==> src/sgl_dec_pkg.sv <==
`default_nettype none
package sgl_dec_pkg;

  // ------------------------------------------------------------
  // register map (byte addresses, one aligned word each)
  // ------------------------------------------------------------
  localparam int          ADDR_W       = 8;
  localparam int          DATA_W       = 32;
  localparam logic [7:0]  OFF_DESC0    = 8'h00;
  localparam logic [7:0]  OFF_DESC1    = 8'h04;
  localparam logic [7:0]  OFF_DESC2    = 8'h08;
  localparam logic [7:0]  OFF_DESC3    = 8'h0c;
  localparam logic [7:0]  OFF_CTRL     = 8'h10;
  localparam logic [7:0]  OFF_RESULT   = 8'h14;
  localparam logic [7:0]  OFF_DISCARD  = 8'h18;
  localparam logic [7:0]  OFF_TOTAL    = 8'h1c;
  localparam logic [7:0]  OFF_LBC      = 8'h20;
  localparam logic [7:0]  OFF_NEXT_LO  = 8'h24;
  localparam logic [7:0]  OFF_NEXT_HI  = 8'h28;
  localparam logic [7:0]  OFF_NEXT_LEN = 8'h2c;
  localparam logic [7:0]  OFF_INT_STAT = 8'h30;
  localparam logic [7:0]  OFF_INT_MASK = 8'h34;
  localparam int          DESC_WORDS   = 4;

  // ------------------------------------------------------------
  // control bits, event bits, bus answers
  // ------------------------------------------------------------
  localparam int          CTRL_START   = 0;
  localparam int          CTRL_DEST    = 1;
  localparam int          CTRL_RESTART = 2;
  localparam int          EV_DONE      = 0;
  localparam int          EV_LEN_INV   = 1;
  localparam int          EV_NEST      = 2;
  localparam int          NUM_EV       = 3;
  localparam logic [1:0]  RESP_OKAY    = 2'h0;
  localparam logic [1:0]  RESP_SLVERR  = 2'h2;

  // ------------------------------------------------------------
  // descriptor encodings
  // ------------------------------------------------------------
  localparam logic [3:0]  TYPE_DATA    = 4'h0;
  localparam logic [3:0]  TYPE_BUCKET  = 4'h1;
  localparam logic [3:0]  TYPE_SEG     = 4'h2;
  localparam logic [3:0]  TYPE_LAST    = 4'h3;
  localparam logic [3:0]  SUB_ADDR     = 4'h0;
  localparam logic [3:0]  SUB_OFFSET   = 4'h1;

  // 16-byte descriptor, byte 15 on top
  typedef struct packed {
    logic [3:0]  dtype;
    logic [3:0]  sub;
    logic [23:0] rsvd;
    logic [31:0] len;
    logic [63:0] addr;
  } desc_t;

  // decode outcome, read back as one word
  typedef struct packed {
    logic [3:0] dtype;
    logic [3:0] sub;
    logic       is_data;
    logic       is_bucket;
    logic       is_seg;
    logic       is_last;
    logic       offset_mode;
    logic       expect_more;
    logic       in_final;
    logic       len_invalid;
    logic       nest_err;
  } res_t;

  localparam int          RES_W        = $bits(res_t);

endpackage : sgl_dec_pkg
`default_nettype wire

==> src/sgl_bucket_segment_decoder.sv <==
// Decided for this implementation: the register offsets and the AXI4-Lite interface to the registers.
`timescale 1ns/1ps
`default_nettype none
// What this block does
// - bucket length bytes 11..8 counts discarded bytes
// - zero-length bucket is valid, discards nothing
// - destination bucket drops bytes, writes none
// - source-side bucket acts as length zero
// - destination buckets count toward total, not blocks
// - type nibble 1h marks a bit bucket
// - type nibble 2h marks a segment pointer
// - sub-type zero gives absolute next-segment address
// - sub-type one gives offset, not address
// - address plus length past 2^64 is error
// - after segment pointer, more segments follow
// - type 3h means final; nesting there errors
// - type 0h is a data block descriptor
module sgl_bucket_segment_decoder
(
  input  wire logic                          aclk,
  input  wire logic                          aresetn,
  input  wire logic [sgl_dec_pkg::ADDR_W-1:0] awaddr,
  input  wire logic                          awvalid,
  output logic                               awready,
  input  wire logic [sgl_dec_pkg::DATA_W-1:0] wdata,
  input  wire logic [3:0]                    wstrb,
  input  wire logic                          wvalid,
  output logic                               wready,
  output logic      [1:0]                    bresp,
  output logic                               bvalid,
  input  wire logic                          bready,
  input  wire logic [sgl_dec_pkg::ADDR_W-1:0] araddr,
  input  wire logic                          arvalid,
  output logic                               arready,
  output logic      [sgl_dec_pkg::DATA_W-1:0] rdata,
  output logic      [1:0]                    rresp,
  output logic                               rvalid,
  input  wire logic                          rready,
  output logic                               irq
);
  import sgl_dec_pkg::*;

  // ------------------------------------------------------------
  // state
  // ------------------------------------------------------------
  logic [DATA_W-1:0] desc_q [DESC_WORDS];
  logic              aw_have_q;
  logic              w_have_q;
  logic [ADDR_W-1:0] waddr_q;
  logic [DATA_W-1:0] wdata_q;
  logic [3:0]        wstrb_q;
  logic              bvalid_q;
  logic [1:0]        bresp_q;
  logic              rvalid_q;
  logic [DATA_W-1:0] rdata_q;
  logic [1:0]        rresp_q;
  logic              dest_q;
  logic              start_q;
  logic              final_q;
  res_t              result_q;
  logic [31:0]       discard_q;
  logic [63:0]       next_addr_q;
  logic [31:0]       next_len_q;
  logic [NUM_EV-1:0] stat_q;
  logic [NUM_EV-1:0] mask_q;
  logic              do_wr;
  logic              do_rd;
  logic              wr_ctrl;
  logic              restart;
  logic              wr_ok;
  desc_t             d;
  logic              is_data;
  logic              is_bucket;
  logic              is_seg;
  logic              is_last;
  logic              over;
  logic              len_inv;
  logic              nest;
  logic [31:0]       eff_len;
  logic [31:0]       total_q;
  logic [31:0]       lbc_q;
  logic [NUM_EV-1:0] ev;
  logic [DATA_W-1:0] rd_mux;
  logic              rd_ok;

  // ------------------------------------------------------------
  // axi4-lite write path
  // ------------------------------------------------------------
  // address and data are taken in either order, held until both are here
  assign awready = !aw_have_q;
  assign wready  = !w_have_q;
  assign do_wr   = aw_have_q && w_have_q && !bvalid_q;
  assign bvalid  = bvalid_q;
  assign bresp   = bresp_q;

  always_ff @(posedge aclk)
  begin
    if (!aresetn)
    begin
      aw_have_q <= 1'b0;
      waddr_q   <= '0;
    end
    else if (awvalid && awready)
    begin
      aw_have_q <= 1'b1;
      waddr_q   <= awaddr;
    end
    else if (do_wr)
      aw_have_q <= 1'b0;
  end

  always_ff @(posedge aclk)
  begin
    if (!aresetn)
    begin
      w_have_q <= 1'b0;
      wdata_q  <= '0;
      wstrb_q  <= '0;
    end
    else if (wvalid && wready)
    begin
      w_have_q <= 1'b1;
      wdata_q  <= wdata;
      wstrb_q  <= wstrb;
    end
    else if (do_wr)
      w_have_q <= 1'b0;
  end

  // write decode; unmapped and read-only words answer slverr
  always_comb
  begin
    case (waddr_q)
      OFF_DESC0, OFF_DESC1, OFF_DESC2, OFF_DESC3,
      OFF_CTRL, OFF_INT_STAT, OFF_INT_MASK: wr_ok = 1'b1;
      default:                               wr_ok = 1'b0;
    endcase
  end

  always_ff @(posedge aclk)
  begin
    if (!aresetn)
    begin
      bvalid_q <= 1'b0;
      bresp_q  <= RESP_OKAY;
    end
    else if (do_wr)
    begin
      bvalid_q <= 1'b1;
      bresp_q  <= wr_ok ? RESP_OKAY : RESP_SLVERR;
    end
    else if (bready)
      bvalid_q <= 1'b0;
  end

  // descriptor words honour byte strobes
  always_ff @(posedge aclk)
  begin
    if (!aresetn)
    begin
      for (int i = 0; i < DESC_WORDS; i++)
        desc_q[i] <= '0;
    end
    else if (do_wr && (waddr_q <= OFF_DESC3))
    begin
      for (int b = 0; b < 4; b++)
        if (wstrb_q[b])
          desc_q[waddr_q[3:2]][b*8 +: 8] <= wdata_q[b*8 +: 8];
    end
  end

  // ------------------------------------------------------------
  // control: direction level, start and restart pulses
  // ------------------------------------------------------------
  assign wr_ctrl = do_wr && (waddr_q == OFF_CTRL) && wstrb_q[0];
  assign restart = wr_ctrl && wdata_q[CTRL_RESTART];

  always_ff @(posedge aclk)
  begin
    if (!aresetn)
    begin
      dest_q  <= 1'b0;
      start_q <= 1'b0;
    end
    else
    begin
      start_q <= wr_ctrl && wdata_q[CTRL_START];
      if (wr_ctrl)
        dest_q <= wdata_q[CTRL_DEST];
    end
  end

  // ------------------------------------------------------------
  // descriptor decode
  // ------------------------------------------------------------
  // reserved bytes live in d.rsvd and in addr of a bucket; nothing reads them
  assign d         = desc_t'({desc_q[3], desc_q[2], desc_q[1], desc_q[0]});
  assign is_data   = (d.dtype == TYPE_DATA);
  assign is_bucket = (d.dtype == TYPE_BUCKET);
  assign is_seg    = (d.dtype == TYPE_SEG);
  assign is_last   = (d.dtype == TYPE_LAST);

  // a bucket on the source side behaves as if its length were zero
  assign eff_len = (is_bucket && !dest_q) ? '0 : d.len;

  sgl_range_check #(
    .AW   (64)
  ) u_range (
    .addr (d.addr),
    .len  (d.len),
    .over (over)
  );

  // buckets carry no address, so only addressed kinds can overflow
  assign len_inv = over && (is_data || is_seg || is_last);
  // a segment or last pointer inside the final segment is illegal
  assign nest    = final_q && (is_seg || is_last);

  // bytes to drop for this descriptor; zero length drops nothing
  always_ff @(posedge aclk)
  begin
    if (!aresetn)
      discard_q <= '0;
    else if (start_q)
      discard_q <= is_bucket ? eff_len : '0;
  end

  // next-segment pointer; sub-type picks absolute address or offset
  always_ff @(posedge aclk)
  begin
    if (!aresetn)
    begin
      next_addr_q <= '0;
      next_len_q  <= '0;
    end
    else if (start_q && (is_seg || is_last) && !len_inv && !nest)
    begin
      next_addr_q <= d.addr;
      next_len_q  <= d.len;
    end
  end

  // chain walk: last pointer arms final state, restart disarms it
  always_ff @(posedge aclk)
  begin
    if (!aresetn || restart)
      final_q <= 1'b0;
    else if (start_q && is_last && !nest)
      final_q <= 1'b1;
  end

  always_ff @(posedge aclk)
  begin
    if (!aresetn)
      result_q <= '0;
    else if (start_q)
    begin
      result_q.dtype       <= d.dtype;
      result_q.sub         <= d.sub;
      result_q.is_data     <= is_data;
      result_q.is_bucket   <= is_bucket;
      result_q.is_seg      <= is_seg;
      result_q.is_last     <= is_last;
      result_q.offset_mode <= (is_seg || is_last) && (d.sub == SUB_OFFSET);
      result_q.expect_more <= is_seg;
      result_q.in_final    <= final_q || is_last;
      result_q.len_invalid <= len_inv;
      result_q.nest_err    <= nest;
    end
  end

  // ------------------------------------------------------------
  // length accounting
  // ------------------------------------------------------------
  // total counts data and destination buckets; block count skips buckets
  sgl_len_acc #(
    .W       (32)
  ) u_total (
    .aclk    (aclk),
    .aresetn (aresetn),
    .clr     (restart),
    .add_en  (start_q && (is_data || is_bucket) && !len_inv),
    .add_val (eff_len),
    .sum_q   (total_q)
  );

  sgl_len_acc #(
    .W       (32)
  ) u_lbc (
    .aclk    (aclk),
    .aresetn (aresetn),
    .clr     (restart),
    .add_en  (start_q && is_data && !len_inv),
    .add_val (d.len),
    .sum_q   (lbc_q)
  );

  // ------------------------------------------------------------
  // interrupts
  // ------------------------------------------------------------
  assign ev[EV_DONE]    = start_q;
  assign ev[EV_LEN_INV] = start_q && len_inv;
  assign ev[EV_NEST]    = start_q && nest;

  // write-one-to-clear; a new event in the same cycle wins
  always_ff @(posedge aclk)
  begin
    if (!aresetn)
      stat_q <= '0;
    else if (do_wr && (waddr_q == OFF_INT_STAT) && wstrb_q[0])
      stat_q <= (stat_q & ~wdata_q[NUM_EV-1:0]) | ev;
    else
      stat_q <= stat_q | ev;
  end

  always_ff @(posedge aclk)
  begin
    if (!aresetn)
      mask_q <= '0;
    else if (do_wr && (waddr_q == OFF_INT_MASK) && wstrb_q[0])
      mask_q <= wdata_q[NUM_EV-1:0];
  end

  assign irq = |(stat_q & mask_q);

  // ------------------------------------------------------------
  // axi4-lite read path
  // ------------------------------------------------------------
  assign arready = !rvalid_q;
  assign do_rd   = arvalid && arready;
  assign rvalid  = rvalid_q;
  assign rdata   = rdata_q;
  assign rresp   = rresp_q;

  always_comb
  begin
    rd_mux = '0;
    rd_ok  = 1'b1;
    case (araddr)
      OFF_DESC0:    rd_mux = desc_q[0];
      OFF_DESC1:    rd_mux = desc_q[1];
      OFF_DESC2:    rd_mux = desc_q[2];
      OFF_DESC3:    rd_mux = desc_q[3];
      OFF_CTRL:     rd_mux[CTRL_DEST] = dest_q;
      OFF_RESULT:   rd_mux[RES_W-1:0] = result_q;
      OFF_DISCARD:  rd_mux = discard_q;
      OFF_TOTAL:    rd_mux = total_q;
      OFF_LBC:      rd_mux = lbc_q;
      OFF_NEXT_LO:  rd_mux = next_addr_q[31:0];
      OFF_NEXT_HI:  rd_mux = next_addr_q[63:32];
      OFF_NEXT_LEN: rd_mux = next_len_q;
      OFF_INT_STAT: rd_mux[NUM_EV-1:0] = stat_q;
      OFF_INT_MASK: rd_mux[NUM_EV-1:0] = mask_q;
      default:      rd_ok = 1'b0;
    endcase
  end

  always_ff @(posedge aclk)
  begin
    if (!aresetn)
    begin
      rvalid_q <= 1'b0;
      rdata_q  <= '0;
      rresp_q  <= RESP_OKAY;
    end
    else if (do_rd)
    begin
      rvalid_q <= 1'b1;
      rdata_q  <= rd_mux;
      rresp_q  <= rd_ok ? RESP_OKAY : RESP_SLVERR;
    end
    else if (rready)
      rvalid_q <= 1'b0;
  end

  // ------------------------------------------------------------
  // assertions
  // ------------------------------------------------------------
  property p_bucket_src_zero;
    @(posedge aclk) disable iff (!aresetn)
    start_q && is_bucket && !dest_q |=> (discard_q == '0);
  endproperty
  a_bucket_src_zero: assert property (p_bucket_src_zero) else $error("source bucket discarded bytes");

  property p_bucket_dest_len;
    @(posedge aclk) disable iff (!aresetn)
    start_q && is_bucket && dest_q |=> (discard_q == $past(d.len)) && result_q.is_bucket;
  endproperty
  a_bucket_dest_len: assert property (p_bucket_dest_len) else $error("destination bucket count wrong");

  property p_total_bucket;
    @(posedge aclk) disable iff (!aresetn)
    start_q && is_bucket && dest_q && !restart |=> (total_q == $past(total_q) + $past(d.len));
  endproperty
  a_total_bucket: assert property (p_total_bucket) else $error("bucket length not in total");

  property p_lbc_bucket;
    @(posedge aclk) disable iff (!aresetn)
    start_q && is_bucket && !restart |=> $stable(lbc_q);
  endproperty
  a_lbc_bucket: assert property (p_lbc_bucket) else $error("bucket counted in block count");

  property p_seg_more;
    @(posedge aclk) disable iff (!aresetn)
    start_q && (d.dtype == TYPE_SEG) |=> result_q.expect_more && result_q.is_seg;
  endproperty
  a_seg_more: assert property (p_seg_more) else $error("segment did not expect more");

  property p_seg_offset;
    @(posedge aclk) disable iff (!aresetn)
    start_q && is_seg && (d.sub == SUB_OFFSET) |=> result_q.offset_mode;
  endproperty
  a_seg_offset: assert property (p_seg_offset) else $error("offset sub-type not flagged");

  property p_seg_addr;
    @(posedge aclk) disable iff (!aresetn)
    start_q && is_seg && (d.sub == SUB_ADDR) && !len_inv && !nest |=> (next_addr_q == $past(d.addr)) && !result_q.offset_mode;
  endproperty
  a_seg_addr: assert property (p_seg_addr) else $error("next segment address wrong");

  property p_len_inv;
    @(posedge aclk) disable iff (!aresetn)
    start_q && is_seg && ({1'b0, d.addr} + {33'h0, d.len} > {1'b1, 64'h0}) |=> stat_q[EV_LEN_INV] ##1 stat_q[EV_LEN_INV];
  endproperty
  a_len_inv: assert property (p_len_inv) else $error("overflow not flagged");

  property p_nest;
    @(posedge aclk) disable iff (!aresetn)
    start_q && final_q && is_seg |=> result_q.nest_err && stat_q[EV_NEST];
  endproperty
  a_nest: assert property (p_nest) else $error("nested pointer in final segment");

  property p_done_irq;
    @(posedge aclk) disable iff (!aresetn)
    start_q && mask_q[EV_DONE] && !(do_wr && (waddr_q == OFF_INT_MASK)) |=> irq;
  endproperty
  a_done_irq: assert property (p_done_irq) else $error("done did not raise interrupt");

endmodule : sgl_bucket_segment_decoder
`default_nettype wire

==> src/sgl_len_acc.sv <==
`timescale 1ns/1ps
`default_nettype none
module sgl_len_acc
#(
  parameter int W = 32
)
(
  input  wire logic          aclk,
  input  wire logic          aresetn,
  input  wire logic          clr,
  input  wire logic          add_en,
  input  wire logic [31:0]   add_val,
  output logic      [W-1:0]  sum_q
);
  import sgl_dec_pkg::*;

  // clear beats add so a restart starts from zero; wraps on overflow
  always_ff @(posedge aclk)
  begin
    if (!aresetn || clr)
      sum_q <= '0;
    else if (add_en)
      sum_q <= W'(sum_q + W'(add_val));
  end

endmodule : sgl_len_acc
`default_nettype wire

==> src/sgl_range_check.sv <==
`timescale 1ns/1ps
`default_nettype none
module sgl_range_check
#(
  parameter int AW = 64
)
(
  input  wire logic [AW-1:0] addr,
  input  wire logic [31:0]   len,
  output logic               over
);
  import sgl_dec_pkg::*;

  logic [AW:0] sum;

  // one carry bit past the address space; exactly the top is still legal
  assign sum  = {1'b0, addr} + (AW+1)'(len);
  assign over = sum[AW] && (|sum[AW-1:0]);

endmodule : sgl_range_check
`default_nettype wire
==> config.mk <==
export PLATFORM = sky130hd
export DESIGN_NAME = sgl_bucket_segment_decoder
export DESIGN_NICKNAME = d
export VERILOG_FILES = /design/src/sgl_dec_pkg.sv /design/src/sgl_bucket_segment_decoder.sv /design/src/sgl_len_acc.sv /design/src/sgl_range_check.sv
export SDC_FILE = /design/constraint.sdc
export NUM_CORES = 1
export LEC_CHECK = 0
export ABC_AREA = 1
export BUFFER_PORTS_ARGS = -buffer_cell sky130_fd_sc_hd__clkbuf_2
export CORE_UTILIZATION = 40
export DETAILED_ROUTE_END_ITERATION = 7
export REMOVE_ABC_BUFFERS = 1
export SLEW_MARGIN = 20
export SYNTH_ARGS = -nofsm -noshare
export SYNTH_HDL_FRONTEND = slang
export SYNTH_SLANG_ARGS = --single-unit
==> constraint.sdc <==
create_clock -name aclk -period 5.37 [get_ports aclk]
set_input_delay 0.2685 -clock aclk [delete_from_list [all_inputs] [get_ports aclk]]
set_output_delay 0.2685 -clock aclk [all_outputs]
set_load 0.005 [all_outputs]
==> run summary <==
GRT Overall Usage: 32.1%
GP Congestion: 1.07
Upper clock frequency limit: 0.217 GHz
Final Critical Period: 4610 ps
Post-synthesis share of cell area spent on and, or, nand and nor gates: 29.2%
Crit Reg-Reg Endpoint: next_addr_q[14]
Mean post-synth cell area: 6.88 um2
Final cell count without fillers: 4700
Dominant cell type by area after synthesis: sky130_fd_sc_hd__dfxtp_1
Die Y: 255 um
Number of DRC markers after the initial detailed-route iteration: 2922
Endpoint class of the critical path: flop
Post-route fraction of the period consumed by the critical path: 85.8%
Row Count: 92
Final-report max-slew violation count: 0
Die area: 65000 um2
Port Buffers: 98
Setup repair bufs after CTS: 0
Cells after DPL: 4565
Top-area cell type share of the netlist area: 23.4%
Number of fill cells in the layout: 6487
Data arrival, critical path: 5130 ps
Quantity of hold-fixing buffers added after cts: 45
Clk_lat worst skew: 610 ps
Global-route wire length before repair: 155000 um
Main combinational cell family by area after synthesis: simple AND/OR/NAND/NOR gates
Via/cell ratio: 5.60
Area growth from synthesis to final layout: 14.1%
Data required time at the worst endpoint: 5890 ps
Ratio of cells with drive above 1 in the final layout: 6.77%
Number of global-route vias before repair: 24447
Crit path max fanout: 66
Most common cell after layout, fill and taps aside: sky130_fd_sc_hd__nand2_1
Distinct cell type count after synthesis: 46
Pin count of the biggest net entering global routing: 126
Antenna violations before repair: 1
Hold endpoint: wdata_q[19]
Number of instances in the synthesized netlist: 3723
Worst-case clock skew: 25.1 ps
Placed wire-length estimate: 79500 um
Cells on Worst Hold Path: 3
Placeable core region: 63200 um2
Post-synthesis sequential element count: 427
Vias after detailed routing: 26301
Reg-to-reg critical path startpoint: desc_q[2][20]
Static Leak: 12.6 nW
Maximum vdd drop: 0.000228 V
Xor and xnor area share after synthesis: 2.22%
Clock tree root buffer cell: sky130_fd_sc_hd__clkbuf_16
Number of ports placed on the die boundary: 101
Area fraction in compound gates after synthesis: 16.3%
Number of detailed-route iterations in the first pass: 8
CTS H-Tree Depth: 2
Effective utilization at floorplan: 40.5%
Clock slew at the register clock pins of the worst setup and hold paths: 60 ps
Die Wd: 255 um
Launching element of the worst setup path: desc_q[2][20]
Count of nets left with antenna violations after detail routing: 0
Hold violation count in the final report: 0
Worst setup path category: flop to flop
Cell Pwr Density: 269 nW/um2
Most used DFF post-synth: sky130_fd_sc_hd__dfxtp_1
Number of nets at the end of the flow: 3970
Worst slew margin relative to its limit: 26.4%
Mux cell area share after synthesis: 0%
Post-synth design cell area: 25600 um2
Startpoint kind of the worst setup timing path: flop
Number of gates resized after cts: 0
Result of the run: finished clean
Top cells by area, synth: sky130_fd_sc_hd__dfxtp_1 23%, sky130_fd_sc_hd__edfxtp_1 15%, sky130_fd_sc_hd__nand2_1 14%
Number of max-cap violations: 0
Number of flops mapped to enable cells by yosys: 128
Async set-reset flop share out of synthesis: 0%
Clock Tree Buf Depth: 3
Number of warning messages in the yosys log: 0
Final setup viols: 0
RSZ-0062 raised after global routing: false
Transition time of the tightest slew-check pin: 1100 ps
Congestion Overflow GR: 0
Worst slack on hold paths: 31.7 ps
Final wirelength: 105000 um
Clock tree from TritonCTS: done
Leading cell types in the layout, fill and taps excluded: 941 x sky130_fd_sc_hd__nand2_1, 490 x sky130_fd_sc_hd__nor2_1, 430 x sky130_fd_sc_hd__inv_1
Tightest Hold Check Type: input port to flop
Proportion of synthesized chip area in sequential cells: 38.4%
Mean routed wirelength per cell: 22.3 um
Diode count: 0
Reg2Reg Depth: 19
Clock sink total: 427
Flop2flop setup slack: 760 ps
Share of synthesized cell area in full adder, half adder and majority cells: 4.83%
DR DRC count: 0
Launch point of the worst hold path: wdata[19]
TritonCTS buffer count: 48
registers in the layout, summed over array words and instances (netlist names):
name and count:
final_q 1, rresp 1, stat_q 3, w_have_q 1
u_total.sum_q 32, desc_q 128, bvalid 1, aw_have_q 1
bresp 1, rdata 32, rvalid 1, waddr_q 8
result_q 16, mask_q 3, discard_q 32, dest_q 1
next_addr_q 64, wdata_q 32, wstrb_q 4, start_q 1
next_len_q 32, u_lbc.sum_q 32
worst max path at each step:
stage	to	slack [ps]	cells after the start
after floorplan	next_addr_q[0]	-10370	5
after global placement	u_total.sum_q[12]	940	20
after detailed placement	next_addr_q[14]	940	19
after CTS	next_addr_q[14]	900	19
after global routing	u_total.sum_q[24]	560	20
final	next_addr_q[14]	760	19
through the flow:
step	cell area [um2]	utilization [%]	TNS, ps	setup slack [ps]	power [mW]
floorplan	25000	-	-947540	-10370	3.83
global placement	27000	42.7	0	945	4.13
detailed placement	27000	42.7	0	937	4.13
CTS	29200	46.2	0	904	7.88
global route	29200	46.2	0	560	8.07
finish	29200	46.2	0	764	7.86
layout make-up:
class	count	area [um2]	area share (%)
clock buffers	62	1370	4.67
flip-flops and latches	427	9830	33.6
clock inverters	28	413	1.41
multi-input cells	2701	13500	46.3
inverters	441	1660	5.68
well taps	846	1060	3.62
repair buffers	195	1370	4.69
logic make-up after synthesis:
family	count (synthesis)
AO/OA/AOI/OAI	706
XOR/XNOR	65
adder cells (fa/ha/maj)	97
buffers and inverters	596
flip-flops	427
other	1
AND/OR/NAND/NOR	1831
metal layers:
metal  wire length (um)  track usage, %  vias to the layer above
met5                  0               0                        -
met4               5060            14.3                        0
met3               9800            5.89                      221
met2              44400            48.0                     1239
met1              45700            44.7                    12303
li1                   -               -                    12538
critical path: stages (launching register included):
cell	delay [ps]
sky130_fd_sc_hd__edfxtp_1	530
sky130_fd_sc_hd__ha_1	540
sky130_fd_sc_hd__nand2_1	260
sky130_fd_sc_hd__nor2_1	420
sky130_fd_sc_hd__nand2_1	180
sky130_fd_sc_hd__nor2_1	130
sky130_fd_sc_hd__nand2_1	130
sky130_fd_sc_hd__nand3_1	220
sky130_fd_sc_hd__nand3_1	150
sky130_fd_sc_hd__nand3_1	100
sky130_fd_sc_hd__nand2_1	60
sky130_fd_sc_hd__nor2_1	170
sky130_fd_sc_hd__nand2_1	80
sky130_fd_sc_hd__nor2_1	120
sky130_fd_sc_hd__nand3_1	140
sky130_fd_sc_hd__o21ai_4	280
sky130_fd_sc_hd__buf_12	330
sky130_fd_sc_hd__buf_4	340
sky130_fd_sc_hd__nand3_1	120
sky130_fd_sc_hd__a21oi_1	180
power by group:
group          leakage [nW]  switching [mW]  internal [mW]
Sequential             3.74          0.0809           3.38
Clock                 0.879            1.47           2.28
Combinational          7.94           0.461          0.178
Total                  12.6            2.01           5.85
Yosys cell counts, drive strengths merged (23+ instances only):
cell type and instances:
a21oi 380, a221oi 70, a22o 38, buf 45, clkbuf 110, dfxtp 299, edfxtp 128, ha 94
inv 438, nand2 943, nand3 279, nand4 48, nor2 500, nor3 41, o21ai 119, o22ai 23
xnor2 34, xor2 31
No activity file was read; power rests on OpenSTA's default activity.
